$ cat src/hw/rxcfg_cfg.svh
// Purpose: offsets, field positions, reset values and codes of the receiver config bank
// Assumes: 8-bit register space reached through the management serial port
// Notes:   definitions only
`ifndef RXCFG_CFG_SVH
`define RXCFG_CFG_SVH

// register offsets
`define RXCFG_OFS_BOOST        8'h03
`define RXCFG_OFS_THR0         8'h14
`define RXCFG_OFS_THR1         8'h15
`define RXCFG_OFS_BOOST_OVR    8'h2d
`define RXCFG_OFS_MODE_ROUTE   8'h31

// reset values
`define RXCFG_RST_BOOST        8'h80
`define RXCFG_RST_THR0         8'h00
`define RXCFG_RST_THR1         8'h00
`define RXCFG_RST_BOOST_OVR    8'h88
`define RXCFG_RST_MODE_ROUTE   8'h00
`define RXCFG_RD_UNMAPPED      8'h00

// field positions
`define RXCFG_THR_ASSERT_MSB   5
`define RXCFG_THR_ASSERT_LSB   4
`define RXCFG_THR_DEASSERT_MSB 3
`define RXCFG_THR_DEASSERT_LSB 2
`define RXCFG_OVR_EN_BIT       3
`define RXCFG_MODE_MSB         6
`define RXCFG_MODE_LSB         5
`define RXCFG_ROUTE_MSB        1
`define RXCFG_ROUTE_LSB        0

// combined threshold codes, assert pair above de-assert pair
`define RXCFG_THR_NOMINAL      4'h0
`define RXCFG_THR_MINUS2       4'h5
`define RXCFG_THR_PLUS5        4'ha
`define RXCFG_THR_PLUS3        4'hf

// equalizer mode codes
`define RXCFG_MODE_MANUAL      2'h0
`define RXCFG_MODE_TEST        2'h1

// routing codes
`define RXCFG_ROUTE_IN0_BOTH   2'h0
`define RXCFG_ROUTE_IN0_FIRST_SERIAL_OUTPUT   2'h1
`define RXCFG_ROUTE_IN1_SECOND_SERIAL_OUTPUT   2'h2
`define RXCFG_ROUTE_IN1_BOTH   2'h3

`endif

$ cat src/hw/rxcfg_pkg.sv
// Purpose: shared types of the receiver config bank
// Assumes: nothing beyond the cfg header
// Notes:   enums carry no explicit codes
package rxcfg_pkg;

   typedef enum logic [2:0] {
      RXCFG_LVL_NOMINAL,
      RXCFG_LVL_MINUS2,
      RXCFG_LVL_PLUS5,
      RXCFG_LVL_PLUS3,
      RXCFG_LVL_UNDEFINED
   } rxcfg_level_t;

   typedef enum logic [1:0] {
      RXCFG_EQ_MANUAL,
      RXCFG_EQ_TEST,
      RXCFG_EQ_INVALID
   } rxcfg_eq_mode_t;

endpackage

$ cat src/hw/rxcfg_regs.sv
// Purpose: receiver threshold, boost override, equalizer mode and routing registers
// Assumes: decoded byte access from the management serial port, synchronous to clk_i
// Notes:   every control output is registered behind storage, so it follows a write by two cycles
//
// What this block does
// - first input thresholds from 0x14 bits 5:4, 3:2
// - second input thresholds, same bits, at 0x15
// - decode 0000/0101/1010/1111 to threshold levels
// - bit 3 enables boost override, reset 0x88
// - mode 00 at 0x31 runs manual equalizer
// - mode 01 selects test; others invalid
// - route 00/01 picks first input, outputs
// - route 10/11 picks second input, outputs
// - override applies boost register 0x03 to stages
`include "rxcfg_cfg.svh"

module rxcfg_regs
   import rxcfg_pkg::*;
#(
   parameter int ADDR_W = 8,
   parameter int DATA_W = 8
) (
   input  wire logic              clk_i,                    // 40 MHz register clock
   input  wire logic              reset_i,                  // synchronous, active high
   input  wire logic [ADDR_W-1:0] reg_addr_i,               // register offset
   input  wire logic [DATA_W-1:0] reg_wdata_i,              // write data
   input  wire logic              reg_wr_i,                 // write strobe, one cycle
   input  wire logic              reg_rd_i,                 // read strobe, one cycle
   input  wire logic [DATA_W-1:0] eq_adapt_boost_i,         // boost from adaptation
   output logic [DATA_W-1:0]      reg_rdata_o,              // read data
   output logic                   reg_rvalid_o,             // read data valid pulse
   output logic [1:0]             first_input_assert_level_select_o,    // raw assert pair
   output logic [1:0]             first_input_deassert_level_select_o,  // raw de-assert pair
   output logic [1:0]             second_input_assert_level_select_o,   // raw assert pair
   output logic [1:0]             second_input_deassert_level_select_o, // raw de-assert pair
   output rxcfg_level_t           first_input_level_o,      // decoded threshold level
   output rxcfg_level_t           second_input_level_o,     // decoded threshold level
   output logic                   boost_override_enable_o,  // override active
   output logic [DATA_W-1:0]      eq_stage_boost_o,         // boost to the four stages
   output rxcfg_eq_mode_t         eq_mode_o,                // equalizer mode
   output logic                   eq_test_mode_o,           // test mode active
   output logic                   eq_mode_invalid_o,        // illegal mode code held
   output logic                   input_output_route_select_o, // 0 first, 1 second input
   output logic                   first_serial_output_en_o, // first output driven
   output logic                   second_serial_output_en_o // second output driven
);

   // decoded threshold level from the four-bit assert/de-assert code
   function automatic rxcfg_level_t level_decode(input logic [3:0] code);
      rxcfg_level_t lvl;
      lvl = RXCFG_LVL_UNDEFINED;
      case (code)
         `RXCFG_THR_NOMINAL: lvl = RXCFG_LVL_NOMINAL;
         `RXCFG_THR_MINUS2:  lvl = RXCFG_LVL_MINUS2;
         `RXCFG_THR_PLUS5:   lvl = RXCFG_LVL_PLUS5;
         `RXCFG_THR_PLUS3:   lvl = RXCFG_LVL_PLUS3;
         default:            lvl = RXCFG_LVL_UNDEFINED;
      endcase
      return lvl;
   endfunction

   // register storage; reserved bits are plain read-write cells
   logic [DATA_W-1:0] boost_q;
   logic [DATA_W-1:0] thr0_q;
   logic [DATA_W-1:0] thr1_q;
   logic [DATA_W-1:0] boost_ovr_q;
   logic [DATA_W-1:0] mode_route_q;

   // address decode
   wire logic hit_boost      = (reg_addr_i == ADDR_W'(`RXCFG_OFS_BOOST));
   wire logic hit_thr0       = (reg_addr_i == ADDR_W'(`RXCFG_OFS_THR0));
   wire logic hit_thr1       = (reg_addr_i == ADDR_W'(`RXCFG_OFS_THR1));
   wire logic hit_boost_ovr  = (reg_addr_i == ADDR_W'(`RXCFG_OFS_BOOST_OVR));
   wire logic hit_mode_route = (reg_addr_i == ADDR_W'(`RXCFG_OFS_MODE_ROUTE));

   wire logic wr_boost      = reg_wr_i & hit_boost;
   wire logic wr_thr0       = reg_wr_i & hit_thr0;
   wire logic wr_thr1       = reg_wr_i & hit_thr1;
   wire logic wr_boost_ovr  = reg_wr_i & hit_boost_ovr;
   wire logic wr_mode_route = reg_wr_i & hit_mode_route;

   // read mux; unmapped offsets read as zero
   wire logic [DATA_W-1:0] rdata_d =
      hit_boost      ? boost_q      :
      hit_thr0       ? thr0_q       :
      hit_thr1       ? thr1_q       :
      hit_boost_ovr  ? boost_ovr_q  :
      hit_mode_route ? mode_route_q :
                       DATA_W'(`RXCFG_RD_UNMAPPED);

   // storage next values
   wire logic [DATA_W-1:0] boost_d      = wr_boost      ? reg_wdata_i : boost_q;
   wire logic [DATA_W-1:0] thr0_d       = wr_thr0       ? reg_wdata_i : thr0_q;
   wire logic [DATA_W-1:0] thr1_d       = wr_thr1       ? reg_wdata_i : thr1_q;
   wire logic [DATA_W-1:0] boost_ovr_d  = wr_boost_ovr  ? reg_wdata_i : boost_ovr_q;
   wire logic [DATA_W-1:0] mode_route_d = wr_mode_route ? reg_wdata_i : mode_route_q;

   // field pickers and decoders, shared by the run path and the reset path
   function automatic logic [1:0] assert_pair(input logic [DATA_W-1:0] thr);
      return thr[`RXCFG_THR_ASSERT_MSB:`RXCFG_THR_ASSERT_LSB];
   endfunction

   function automatic logic [1:0] deassert_pair(input logic [DATA_W-1:0] thr);
      return thr[`RXCFG_THR_DEASSERT_MSB:`RXCFG_THR_DEASSERT_LSB];
   endfunction

   function automatic logic [1:0] mode_field(input logic [DATA_W-1:0] mr);
      return mr[`RXCFG_MODE_MSB:`RXCFG_MODE_LSB];
   endfunction

   function automatic logic [1:0] route_field(input logic [DATA_W-1:0] mr);
      return mr[`RXCFG_ROUTE_MSB:`RXCFG_ROUTE_LSB];
   endfunction

   // illegal codes are flagged, never mapped onto a legal mode
   function automatic rxcfg_eq_mode_t mode_decode(input logic [1:0] code);
      rxcfg_eq_mode_t md;
      md = RXCFG_EQ_INVALID;
      case (code)
         `RXCFG_MODE_MANUAL: md = RXCFG_EQ_MANUAL;
         `RXCFG_MODE_TEST:   md = RXCFG_EQ_TEST;
         default:            md = RXCFG_EQ_INVALID;
      endcase
      return md;
   endfunction

   function automatic logic route_second(input logic [1:0] rt);
      return (rt == `RXCFG_ROUTE_IN1_SECOND_SERIAL_OUTPUT) | (rt == `RXCFG_ROUTE_IN1_BOTH);
   endfunction

   function automatic logic route_first_serial_output(input logic [1:0] rt);
      return (rt == `RXCFG_ROUTE_IN0_BOTH) | (rt == `RXCFG_ROUTE_IN0_FIRST_SERIAL_OUTPUT) |
             (rt == `RXCFG_ROUTE_IN1_BOTH);
   endfunction

   function automatic logic route_second_serial_output(input logic [1:0] rt);
      return (rt == `RXCFG_ROUTE_IN0_BOTH) | (rt == `RXCFG_ROUTE_IN1_SECOND_SERIAL_OUTPUT) |
             (rt == `RXCFG_ROUTE_IN1_BOTH);
   endfunction

   // output reset values come from the register reset values so the two cannot drift apart
   localparam logic [DATA_W-1:0] THR0_RST       = DATA_W'(`RXCFG_RST_THR0);
   localparam logic [DATA_W-1:0] THR1_RST       = DATA_W'(`RXCFG_RST_THR1);
   localparam logic [DATA_W-1:0] BOOST_RST      = DATA_W'(`RXCFG_RST_BOOST);
   localparam logic [DATA_W-1:0] BOOST_OVR_RST  = DATA_W'(`RXCFG_RST_BOOST_OVR);
   localparam logic [DATA_W-1:0] MODE_ROUTE_RST = DATA_W'(`RXCFG_RST_MODE_ROUTE);

   wire logic [1:0]     rst_thr0_assert   = assert_pair(THR0_RST);
   wire logic [1:0]     rst_thr0_deassert = deassert_pair(THR0_RST);
   wire logic [1:0]     rst_thr1_assert   = assert_pair(THR1_RST);
   wire logic [1:0]     rst_thr1_deassert = deassert_pair(THR1_RST);
   wire rxcfg_eq_mode_t rst_mode          = mode_decode(mode_field(MODE_ROUTE_RST));
   wire logic [1:0]     rst_route         = route_field(MODE_ROUTE_RST);

   // field extraction from held values
   wire logic [1:0] thr0_assert   = assert_pair(thr0_q);
   wire logic [1:0] thr0_deassert = deassert_pair(thr0_q);
   wire logic [1:0] thr1_assert   = assert_pair(thr1_q);
   wire logic [1:0] thr1_deassert = deassert_pair(thr1_q);

   wire rxcfg_level_t lvl0_d = level_decode({thr0_assert, thr0_deassert});
   wire rxcfg_level_t lvl1_d = level_decode({thr1_assert, thr1_deassert});

   wire logic ovr_en_d = boost_ovr_q[`RXCFG_OVR_EN_BIT];

   // override forces the stored boost, otherwise adaptation drives the stages
   wire logic [DATA_W-1:0] stage_boost_d = ovr_en_d ? boost_q : eq_adapt_boost_i;

   wire logic [1:0]     mode_code = mode_field(mode_route_q);
   wire rxcfg_eq_mode_t mode_d    = mode_decode(mode_code);
   wire logic           mode_test = (mode_d == RXCFG_EQ_TEST);
   wire logic           mode_bad  = (mode_d == RXCFG_EQ_INVALID);

   wire logic [1:0] route       = route_field(mode_route_q);
   wire logic       route_sel_d = route_second(route);
   wire logic       first_serial_output_en_d   = route_first_serial_output(route);
   wire logic       second_serial_output_en_d   = route_second_serial_output(route);

   // storage
   always_ff @(posedge clk_i) begin
      if (reset_i) begin
         boost_q      <= DATA_W'(`RXCFG_RST_BOOST);
         thr0_q       <= DATA_W'(`RXCFG_RST_THR0);
         thr1_q       <= DATA_W'(`RXCFG_RST_THR1);
         boost_ovr_q  <= DATA_W'(`RXCFG_RST_BOOST_OVR);
         mode_route_q <= DATA_W'(`RXCFG_RST_MODE_ROUTE);
      end else begin
         boost_q      <= boost_d;
         thr0_q       <= thr0_d;
         thr1_q       <= thr1_d;
         boost_ovr_q  <= boost_ovr_d;
         mode_route_q <= mode_route_d;
      end
   end

   // read port; data reflects contents before a same-cycle write
   always_ff @(posedge clk_i) begin
      if (reset_i) begin
         reg_rdata_o  <= DATA_W'(`RXCFG_RD_UNMAPPED);
         reg_rvalid_o <= 1'b0;
      end else begin
         reg_rdata_o  <= reg_rd_i ? rdata_d : reg_rdata_o;
         reg_rvalid_o <= reg_rd_i;
      end
   end

   // control outputs, one cycle behind storage so each is a flip-flop
   always_ff @(posedge clk_i) begin
      if (reset_i) begin
         first_input_assert_level_select_o    <= rst_thr0_assert;
         first_input_deassert_level_select_o  <= rst_thr0_deassert;
         second_input_assert_level_select_o   <= rst_thr1_assert;
         second_input_deassert_level_select_o <= rst_thr1_deassert;
         first_input_level_o                  <= level_decode({rst_thr0_assert, rst_thr0_deassert});
         second_input_level_o                 <= level_decode({rst_thr1_assert, rst_thr1_deassert});
         boost_override_enable_o              <= BOOST_OVR_RST[`RXCFG_OVR_EN_BIT];
         eq_stage_boost_o                     <= BOOST_RST;
         eq_mode_o                            <= rst_mode;
         eq_test_mode_o                       <= (rst_mode == RXCFG_EQ_TEST);
         eq_mode_invalid_o                    <= (rst_mode == RXCFG_EQ_INVALID);
         input_output_route_select_o          <= route_second(rst_route);
         first_serial_output_en_o             <= route_first_serial_output(rst_route);
         second_serial_output_en_o            <= route_second_serial_output(rst_route);
      end else begin
         first_input_assert_level_select_o    <= thr0_assert;
         first_input_deassert_level_select_o  <= thr0_deassert;
         second_input_assert_level_select_o   <= thr1_assert;
         second_input_deassert_level_select_o <= thr1_deassert;
         first_input_level_o                  <= lvl0_d;
         second_input_level_o                 <= lvl1_d;
         boost_override_enable_o              <= ovr_en_d;
         eq_stage_boost_o                     <= stage_boost_d;
         eq_mode_o                            <= mode_d;
         eq_test_mode_o                       <= mode_test;
         eq_mode_invalid_o                    <= mode_bad;
         input_output_route_select_o          <= route_sel_d;
         first_serial_output_en_o             <= first_serial_output_en_d;
         second_serial_output_en_o            <= second_serial_output_en_d;
      end
   end

endmodule

$ cat config.mk
export PLATFORM = sky130hd
export DESIGN_NAME = rxcfg_regs
export DESIGN_NICKNAME = d
export VERILOG_FILES = /design/src/hw/rxcfg_pkg.sv /design/src/hw/rxcfg_regs.sv
export VERILOG_INCLUDE_DIRS = /design/src /design/src/hw
export SDC_FILE = /design/constraint.sdc
export NUM_CORES = 1
export LEC_CHECK = 0
export BUFFER_PORTS_ARGS = -buffer_cell sky130_fd_sc_hd__buf_2
export CAP_MARGIN = 20
export CORE_ASPECT_RATIO = 1.25
export CORE_UTILIZATION = 45
export DETAILED_ROUTE_END_ITERATION = 6
export GPL_TIMING_DRIVEN = 0
export PLACE_DENSITY = 0.65
export SYNTH_ARGS = -nofsm -noshare
export SYNTH_HDL_FRONTEND = slang
export SYNTH_SLANG_ARGS = --single-unit
$ cat constraint.sdc
create_clock -name clk_i -period 2.1 [get_ports clk_i]
set_clock_uncertainty 0.15 [all_clocks]
set_input_delay 0.21 -clock clk_i [delete_from_list [all_inputs] [get_ports clk_i]]
set_output_delay 0.21 -clock clk_i [all_outputs]
set_load 0.005 [all_outputs]
==> key figures, run 1 <==
Yosys
  • Post-synth top cells: dfxtp_1, nor2_1, mux2i_1, a21oi_1, nand2_1
  • Synth warnings: 0
  • EDFF count, synth: 0
  • Synthesized area: 3170 µm²
  • Synth top area share: 48.7%
  • #FFs+latches synth: 77
  • Predominant post-synthesis flop cell: dfxtp_1
  • Seq/Total Area, Yosys: 48.7%
  • Syn Nets: 360
  • Leading area contributor after synthesis: dfxtp_1
  • Synth top area cells: dfxtp_1, mux2i_1, nor2_1
  • Mean post-synth cell area: 9.54 µm²
  • Post-synth cell types: 45
  • FFs w/ async S/R, synth: 0%
  • Cells after Synth: 332
  • Most frequent cell after synthesis: dfxtp_1

Floorplanning
  • Cell row count: 33
  • Die area: 7380 µm²
  • I/O pin count: 67
  • Initial Utilization: 47.3%
  • Die height: 95.8 µm
  • Core area: 6690 µm²
  • Chip width: 77.0 µm

Final layout
  • Register area: 1540 µm²
  • Fin area: 3910 µm²
  • Multi-input logic area: 1490 µm²
  • Area Growth Syn to Fin: 23.5%
  • FILL cells: 625
  • Final #Nets: 443
  • Non-Filler Instances: 507
  • Share of post-route cells with drive strength above 1: 23.8%
  • N_diodes: 0

Clock tree
  • Root buffer cell: clkbuf_8
  • Total setup buffers inserted after CTS: 0
  • CTS tree: done
  • Clock Tree Buf Depth: 2
  • H-tree depth: 3
  • Hold buffer count at CTS: 7
  • CTS Buf Count: 9
  • Clk_lat worst skew: 360 ps
  • Post-CTS resize count: 0
  • Worst-path clk slew: 80 ps
  • Num Clock Sinks: 77

Setup path
  • R2r worst-path depth: 3
  • CP arrival: 1770 ps
  • Flop2flop setup slack: 580 ps
  • Worst Path Required: 2200 ps
  • Cell Chain, Critical Path: buf_2, or3b_4, nor3_4, buf_6, a32oi_1, o41ai_2
  • Startpoint Class: input pin
  • Slowest CP cell: or3b_4
  • CP Capture Type: flop
  • CP peak stage delay: 400 ps
  • Peak fanout along the critical path: 10
  • Critical path class: input pin to flop

Timing
  • Final hold vios: 0
  • Fin crit share: 79.7%
  • Setup_tns: 0 ps
  • Achievable Freq: 598 MHz
  • RSZ-0062 raised after global routing: false
  • Final hold slack: 16.1 ps
  • Worst slew pin tran: 647 ps
  • Rel. slew slack: 56.9%
  • Final Critical Period: 1670 ps
  • Slew Limit Fails: 0
  • Setup violators final: 0

Routing
  • Antenna Nets Post-Route: 0
  • WL/cell: 16.0 µm
  • DR vias: 2685
  • Total wire length: 8130 µm
  • # DRC: 0
  • Via-to-Cell Ratio: 5.30
  • DRT iter0 DRCs: 163
  • 1st-pass router iterations: 4

Outcome
  • Status: finished, final reports clean

Power and ir drop
  • Pwr/cell area: 755 nW/µm²
  • Register share of total power: 49.6%
  • Switching power total: 647 µW
  • Pwr Total: 2.95 mW
  • Clock power frac: 45.3%
  • Leakage: 1.80 nW
  • P_int: 2.30 mW
  • Sw Share: 21.9%
  • Worst vdd ir: 0.415 mV
  • Logic pwr share: 5.2%

GRT
  • Tot GR Track Use: 23.2%
  • Largest net degree at the start of global routing: 14
  • First-pass GRT wire length: 13000 µm
  • Vias in the first global route: 2531
  • Remaining global-route overflow: 0
  • Initial antenna violation count: 0

Job
  • Max-capacitance violation count: 0

Place
  • Area after DPL: 3600 µm²
  • HPWL Detailed: 5890 µm
  • # port buffers: 65
  • Final GP Congestion: 0.905
  • Cells after DPL: 484

Hold path
  • Hold Path Class: input pin to flop
  • Hold Path Stages: 3
layout by cell type, fill, tap and decap left out, types with 5 or more instances in the layout:
cell,n
a21oi_1,23
a221oi_1,6
a31o_1,6
and3_1,6
buf_2,71
clkbuf_1,15
clkbuf_8,9
dfxtp_1,77
dlygate4sd3_1,7
mux2i_1,30
nand2_1,18
nand2b_1,11
nand3_1,16
nand4_1,15
nor2_1,39
nor2b_1,15
o41ai_1,5
cells by family (layout without fill, tap and decap cells):
| kind of cell | Yosys count | after routing | share of synthesized area [%] |
|---|---|---|---|
| and+or+nand+nor | 141 | 141 | 25.0 |
| DFF | 77 | 77 | 48.7 |
| AOI/OAI and AO/OA | 51 | 51 | 11.6 |
| muxes | 30 | 30 | 9.48 |
| buffers and inverters | 29 | 117 | 4.15 |
| xor gates and xnor gates | 4 | 4 | 1.11 |
routing by layer:
layer  wire length [µm]  up-vias  track usage, %
met1               3600     1244            29.3
li1                   -     1347               -
met3                475       11            3.13
met5                  0        -               0
met4                140        0            10.4
met2               3920       83            39.6
stage by stage:
stage	setup WS, ps	util, %
final	427	58.5
after floorplan	446	-
after CTS	448	58.5
after global placement	91.4	53.8
after detailed placement	83.0	53.8
after global routing	244	58.5
sequential cells by signal, summed over array words and instances (netlist names), 2 cells and up:
signal,count
thr0_q,8
second_input_assert_level_select_o,2
mode_route_q,8
first_input_assert_level_select_o,2
second_input_deassert_level_select_o,2
reg_rdata_o,8
boost_ovr_q,8
thr1_q,8
boost_q,8
eq_stage_boost_o,8
second_input_level_o,3
first_input_deassert_level_select_o,2
first_input_level_o,3
eq_mode_o,2
layout make-up:
class	count	area share [%]
Buffer	25	2.98
Clock buffer	10	3.26
Clock inverter	6	2.85
Inverter	4	0.384
Multi-Input combinational cell	226	38.2
Sequential cell	77	39.4
Tap cell	87	2.78
Timing Repair Buffer	72	10.1
worst max-delay path: cells and delay by family:
family / cells / cell delay, ps
and+or+nand+nor: 2 / 770
buffers and inverters: 2 / 330
AOI/OAI and AO/OA: 2 / 450
power by group through the flow:
stage	logic, mW	registers, mW	clock network [mW]
after detailed placement	0.141	1.50	0
after global placement	0.140	1.50	0
after floorplan	0.0649	1.50	0
after CTS	0.152	1.46	1.35
after global routing	0.165	1.46	1.41
final	0.152	1.46	1.34
final timing paths:
| kind | from | to |
|---|---|---|
| setup / recovery | reg_addr_i[0] | reg_rdata_o[0] |
| hold / removal | reg_wdata_i[5] | thr1_q[5] |
| setup reg to reg | boost_ovr_q[3] | eq_stage_boost_o[6] |
| hold reg to reg | mode_route_q[0] | second_serial_output_en_o |
Power figures use the tool's default switching activity.
==> run 2, diff against run 1 <==
- ABC_AREA: default -> 1
- clock period: 2.1 -> 1.7 ns (I/O delays scaled with it)
==> run 2 against run 1 <==
Net effect: clock-buffer cell count is the same; via count grew 8.1%; global-route usage rose by 0.32 points; critical path type unchanged; cell count is 16% higher.
==> key figures, run 2 <==
Timing
  • RSZ-0062 raised after global routing: false
  • Setup violators final: 0 (unchanged)
  • Final hold slack: 21.2 ps (+5.18 ps)
  • Fin crit share: 87.7%
  • Rel. slew slack: 59.1% (+2.3 points)
  • Achievable Freq: 671 MHz
  • Worst slew pin tran: 610 ps (-37.1 ps)
  • Slew Limit Fails: 0 (unchanged)
  • Setup_tns: 0 ps (unchanged)
  • Final hold vios: 0 (unchanged)
  • Final Critical Period: 1490 ps

Power and ir drop
  • Worst vdd ir: 0.729 mV (+75%)
  • Leakage: 1.69 nW (-6.4%)
  • Pwr Total: 3.54 mW (+20%)
  • Pwr/cell area: 905 nW/µm² (+20%)

Routing
  • WL/cell: 13.7 µm (-15%)
  • DR vias: 2903 (+8.1%)
  • Total wire length: 8040 µm (-1.1%)
  • Antenna Nets Post-Route: 0 (unchanged)
  • Via-to-Cell Ratio: 4.94 (-6.8%)
  • 1st-pass router iterations: 4 (unchanged)
  • DRT iter0 DRCs: 172 (+5.5%)
  • # DRC: 0 (unchanged)

Clock tree
  • Root buffer cell: clkbuf_8
  • CTS tree: done
  • CTS Buf Count: 9 (unchanged)
  • Num Clock Sinks: 77 (unchanged)
  • Clk_lat worst skew: 350 ps (about the same)
  • Worst-path clk slew: 80 ps (about the same)
  • Clock Tree Buf Depth: 2 (unchanged)
  • H-tree depth: 3 (unchanged)
  • Total setup buffers inserted after CTS: 0 (unchanged)

GRT
  • Vias in the first global route: 2812 (+11%)
  • Largest net degree at the start of global routing: 14 (unchanged)
  • Remaining global-route overflow: 0 (unchanged)
  • Initial antenna violation count: 0 (unchanged)
  • First-pass GRT wire length: 12900 µm (-0.37%)
  • Tot GR Track Use: 23.5% (+0.32 points)

Floorplanning
  • Die area: 7180 µm² (-2.6%)
  • Cell row count: 33 (unchanged)
  • Initial Utilization: 46.6% (-0.70 points)
  • Chip width: 76.0 µm (-1.3%)
  • I/O pin count: 67 (unchanged)
  • Die height: 94.5 µm (-1.3%)
  • Core area: 6610 µm² (-1.2%)

Yosys
  • Predominant post-synthesis flop cell: dfxtp_1
  • Leading area contributor after synthesis: dfxtp_1
  • Cells after Synth: 403 (+21%)
  • Post-synth cell types: 27 (-40%)
  • Syn Nets: 431 (+20%)
  • FFs w/ async S/R, synth: 0% (unchanged)
  • Post-synth top cells: dfxtp_1, nand2_1, nor2_1, inv_1, a21oi_1
  • #FFs+latches synth: 77 (unchanged)
  • Synth warnings: 0 (unchanged)
  • Most frequent cell after synthesis: dfxtp_1
  • Synth top area share: 50.0% (+1.3 points)
  • Mean post-synth cell area: 7.65 µm² (-20%)
  • Synthesized area: 3080 µm² (-2.7%)
  • Synth top area cells: dfxtp_1, nand2_1, nor2_1
  • EDFF count, synth: 0 (unchanged)
  • Seq/Total Area, Yosys: 50.0% (+1.3 points)

Place
  • Area after DPL: 3520 µm² (-2.4%)
  • # port buffers: 65 (unchanged)
  • Final GP Congestion: 0.847 (-6.4%)
  • HPWL Detailed: 5720 µm (-3.0%)

Final layout
  • N_diodes: 0 (unchanged)
  • Most common cell after layout, fill and taps aside: dfxtp_1
  • Share of post-route cells with drive strength above 1: 21.4% (-2.5 points)
  • Leading cell types in the layout, fill and taps excluded: dfxtp_1, buf_2, nand2_1
  • Final #Nets: 524 (+18%)
  • Area Growth Syn to Fin: 26.9%
  • Fin area: 3910 µm² (unchanged)
  • FILL cells: 635 (+1.6%)

Setup path
  • CP arrival: 1580 ps (-190 ps)
  • Peak fanout along the critical path: 10 (unchanged)
  • CP Capture Type: flop
  • Critical path class: input pin to flop
  • Startpoint Class: input pin
  • Worst Path Required: 1790 ps (-410 ps)

Hold path
  • Hold Path Class: input pin to flop

Outcome
  • Status: finished, final reports clean

Job
  • Max-capacitance violation count: 0 (unchanged)
[run 2: changes by cell type in the layout (fill, tap and decap cells not counted), sizes merged, moves of 7 or more]
cell	previous run	this run
a21oi	23	40
nand2	19	67
dlygate4sd3	7	17
o41ai	7	0
a31o	7	0
o21ai	2	35
nor2	39	64
nor2b	15	0
mux2i	30	0
nand4	16	3
nand3	17	31
inv	4	48
nand2b	11	0
a211oi	0	8
[run 2: worst paths after layout]
| path | startpoint | to | slack (ps) | cells after the start |
|---|---|---|---|---|
| worst max-delay path | reg_addr_i[3] | thr0_q[5] | 210 | 8 |
| worst min-delay path | reg_wdata_i[3] | boost_ovr_q[3] | 20 | 3 |
| worst max register to register | boost_ovr_q[3] | eq_stage_boost_o[5] | 470 | 3 |
| worst min register to register | mode_route_q[0] | second_serial_output_en_o | 260 | 1 |
[run 2: through the flow]
stage	setup slack [ps]	utilization, %	cells
2_1_floorplan	302	-	403
3_3_place_gp	-147	53.2	555
3_5_place_dp	-127	53.2	555
4_1_cts	216	59.2	588
5_1_grt	62.8	59.2	588
6_report	209	59.2	588
[run 2: repair_timing]
action                                 CTS  global route
setup endpoints to repair                0             0
endpoints found under the hold margin   24             0
gates resized for setup                  0             0
hold buffers                            17             0
[run 2: metal layers]
metal  global-route usage [%]  wire length, µm  up-vias
met1                     25.2             3440     1317
met2                     44.5             4090       76
met3                     3.29              280       18
met5                        0                0        -
met4                     13.0              233        0
li1                         -                -     1492
[run 2: area by class of cell]
type	count	area, µm²	share of cell area (%)
Sequential cell	77	1540	39.4
Multi-Input combinational cell	263	1290	32.9
Timing Repair Buffer	82	495	12.7
Inverter	48	180	4.61
Clock buffer	10	138	3.52
Tap cell	87	109	2.78
Clock inverter	6	86.3	2.21
Buffer	15	73.8	1.89
[run 2: worst max-delay path, stage by stage]
cell and delay [ps]:
buf_2 110, inv_2 40, nand2_1 90, nor3_2 480, nand3_2 240, buf_2 260
o21ai_1 130, a21oi_1 50
[run 2: where the power goes]
part	total [mW]	switching, mW	leakage [nW]	internal [mW]
clock	1.53	0.667	0.112	0.864
sequential	1.81	0.00174	0.621	1.81
combinational	0.201	0.127	0.955	0.0742
total	3.54	0.795	1.69	2.74
[run 2: cells by family after synthesis]
family / Yosys count / synth area share (%)
xor+xnor: 4 / 1.14
compound gates: 85 / 14.9
flops: 77 / 50.0
simple gates: 174 / 25.7
buf+inv: 63 / 8.24
==> run 3, diff against run 2 <==
- CORE_ASPECT_RATIO: 1.25 -> default
- MAX_ROUTING_LAYER: default -> met4
==> run 3 against run 2 <==
Net effect: register-to-register slack hardly changed; power is 5.4% lower; largest cell class unchanged; the run now ends with design-rule violations left; hold slack improved by 10 ps; cell count fell by 1.9%; sequential share of layout area increased by 0.47 points.
==> key figures, run 3 (synthesized netlist as in run 2, its figures left out) <==
Outcome
  • Status: finished, violations left
  • Violated checks: design-rule violations

Setup path
  • CP arrival: 1610 ps (+30 ps)
  • Critical path class: input pin to flop
  • FF-to-FF End: eq_stage_boost_o[6]
  • Most used cell, CP: buf_2
  • RR Startpoint: boost_ovr_q[3]
  • Startpoint Class: input pin
  • Worst Path Required: 1780 ps (about the same)
  • CP peak stage delay: 490 ps (about the same)
  • R2r worst-path depth: 3 (unchanged)
  • CP Capture Type: flop
  • Slowest CP cell: nor3_2
  • Peak fanout along the critical path: 10 (unchanged)
  • Cell Chain, Critical Path: buf_2, inv_2, nand2_1, nor3_2, nand3_2, buf_2, o21ai_1, a21oi_1
  • Flop2flop setup slack: 470 ps (about the same)

Timing
  • Final hold slack: 31.7 ps (+10.4 ps)
  • Fin crit share: 89.8% (+2.0 points)
  • Setup violators final: 0 (unchanged)
  • RSZ-0062 raised after global routing: false
  • Final Critical Period: 1530 ps (+34.7 ps)
  • Rel. slew slack: 58.5% (-0.68 points)
  • Final setup margin: 174 ps (-34.7 ps)
  • Slew Limit Fails: 0 (unchanged)
  • Achievable Freq: 655 MHz (-2.3%)
  • Final hold vios: 0 (unchanged)
  • Worst slew pin tran: 620 ps (+10.1 ps)

Floorplanning
  • Cell row count: 29 (-12%)
  • Chip width: 84.8 µm (+11%)
  • I/O pin count: 67 (unchanged)
  • Die area: 7180 µm² (about the same)
  • Initial Utilization: 47.4% (+0.80 points)
  • Die height: 84.8 µm (-10%)
  • Core area: 6490 µm² (-1.7%)

Final layout
  • Final #Nets: 524 (unchanged)
  • Most common cell after layout, fill and taps aside: dfxtp_1
  • Non-Filler Instances: 577 (-1.9%)
  • Area Growth Syn to Fin: 25.4%
  • Share of post-route cells with drive strength above 1: 21.0% (-0.36 points)
  • Leading cell types in the layout, fill and taps excluded: dfxtp_1, buf_2, nand2_1
  • Final core utilization: 59.5% (+0.30 points)
  • N_diodes: 0 (unchanged)

Clock tree
  • Clk_lat worst skew: 340 ps (about the same)
  • Num Clock Sinks: 77 (unchanged)
  • Total setup buffers inserted after CTS: 0 (unchanged)
  • CTS tree: done
  • H-tree depth: 3 (unchanged)
  • Root buffer cell: clkbuf_8
  • Worst-path clk slew: 80 ps (about the same)
  • CTS Buf Count: 9 (unchanged)
  • Clock Tree Buf Depth: 2 (unchanged)

Hold path
  • Hold wc startpoint: reg_wdata_i[4]
  • Hold Path Stages: 3 (unchanged)
  • Worst-case hold path end point: boost_ovr_q[4]
  • Hold Path Class: input pin to flop

Routing
  • WL/cell: 13.6 µm (-0.38%)
  • DRT iter0 DRCs: 167 (-2.9%)
  • Total wire length: 7860 µm (-2.2%)
  • DR vias: 2920 (+0.59%)
  • Antenna Nets Post-Route: 0 (unchanged)
  • # DRC: 4 (+4)
  • 1st-pass router iterations: 7 (+3)
  • Via-to-Cell Ratio: 5.06 (+2.5%)

Place
  • Final GP Congestion: 0.886 (+4.6%)
  • Pre-CTS setup slack: -129 ps (-2.03 ps)
  • Cells after DPL: 545 (-1.8%)
  • HPWL Detailed: 5570 µm (-2.5%)
  • # port buffers: 65 (unchanged)

Power and ir drop
  • Clock power frac: 40.0% (-3.2 points)
  • Pwr Total: 3.35 mW (-5.4%)
  • Switching power total: 760 µW (-4.5%)
  • Leakage: 1.67 nW (-0.78%)
  • P_int: 2.59 mW (-5.6%)
  • Sw Share: 22.7% (+0.22 points)
  • Register share of total power: 54.0% (+2.9 points)
  • Logic pwr share: 6.0% (+0.3 points)
  • Worst vdd ir: 0.484 mV (-34%)
  • Pwr/cell area: 867 nW/µm² (-4.2%)

GRT
  • Vias in the first global route: 2724 (-3.1%)
  • Initial antenna violation count: 0 (unchanged)
  • Remaining global-route overflow: 0 (unchanged)
  • Largest net degree at the start of global routing: 13 (-1)
  • First-pass GRT wire length: 12900 µm (-0.22%)
  • Tot GR Track Use: 24.4% (+0.92 points)

Job
  • Max-capacitance violation count: 0 (unchanged)
==> run 3: changes by cell type in the layout (fill, tap and decap cells not counted), sizes merged <==
cell      before  now
bufinv         2    1
clkbuf        20   21
clkinvlp       1    0
==> run 3: layer usage <==
metal / track usage (%) / share of wire (%) / wire (µm)
met1: 29.6 / 45 / 3540
met2: 39.0 / 48 / 3750
met3: 5.31 / 5.3 / 414
met4: 11.1 / 2.0 / 155
met5: - / 0 / 0
==> run 3: layout make-up <==
cell class                      instances  area [µm²]
Clock inverter                          4        48.8
Sequential cell                        77        1540
Timing Repair Buffer                   82         495
Fill cell                             638        2630
Tap cell                               77        96.3
Multi-Input combinational cell        263        1290
Inverter                               48         180
Clock buffer                           11         141
Buffer                                 15        73.8
==> run 3: how the worst max path moves through the flow <==
stage / from / to / slack, ps
final: reg_addr_i[3] / thr0_q[5] / 170
after global routing: reg_addr_i[3] / thr0_q[6] / 70
after CTS: reg_rd_i / reg_rdata_o[0] / 220
after detailed placement: reg_addr_i[3] / thr0_q[5] / -130
after global placement: reg_addr_i[3] / thr0_q[5] / -140
after floorplan: reg_addr_i[3] / thr0_q[5] / 300
==> run 3: power by group through the flow <==
stage               clock network, mW  registers (mW)  logic, mW
finish                           1.34            1.81      0.200
global route                     1.45            1.81      0.220
CTS                              1.37            1.81      0.199
detailed placement                  0            1.85      0.169
global placement                    0            1.85      0.167
floorplan                           0            1.85     0.0855
==> run 3: critical path: cells and delay by family <==
kind,cells,cell delay [ps]
AND/OR/NAND/NOR,3,840
buffers and inverters,3,410
AO/OA/AOI/OAI,2,180
==> run 3: through the flow <==
stage / TNS [ps] / cell area (µm²)
final: 0 / 3860
after global routing: 0 / 3860
after CTS: 0 / 3860
after detailed placement: -1290 / 3500
after global placement: -837 / 3500
after floorplan: 0 / 3080
==> run 3: timing repair <==
action                    in CTS  in global routing
hold endpoints to repair      23                  0
gates resized for setup        0                  0
hold buffers                  17                  0
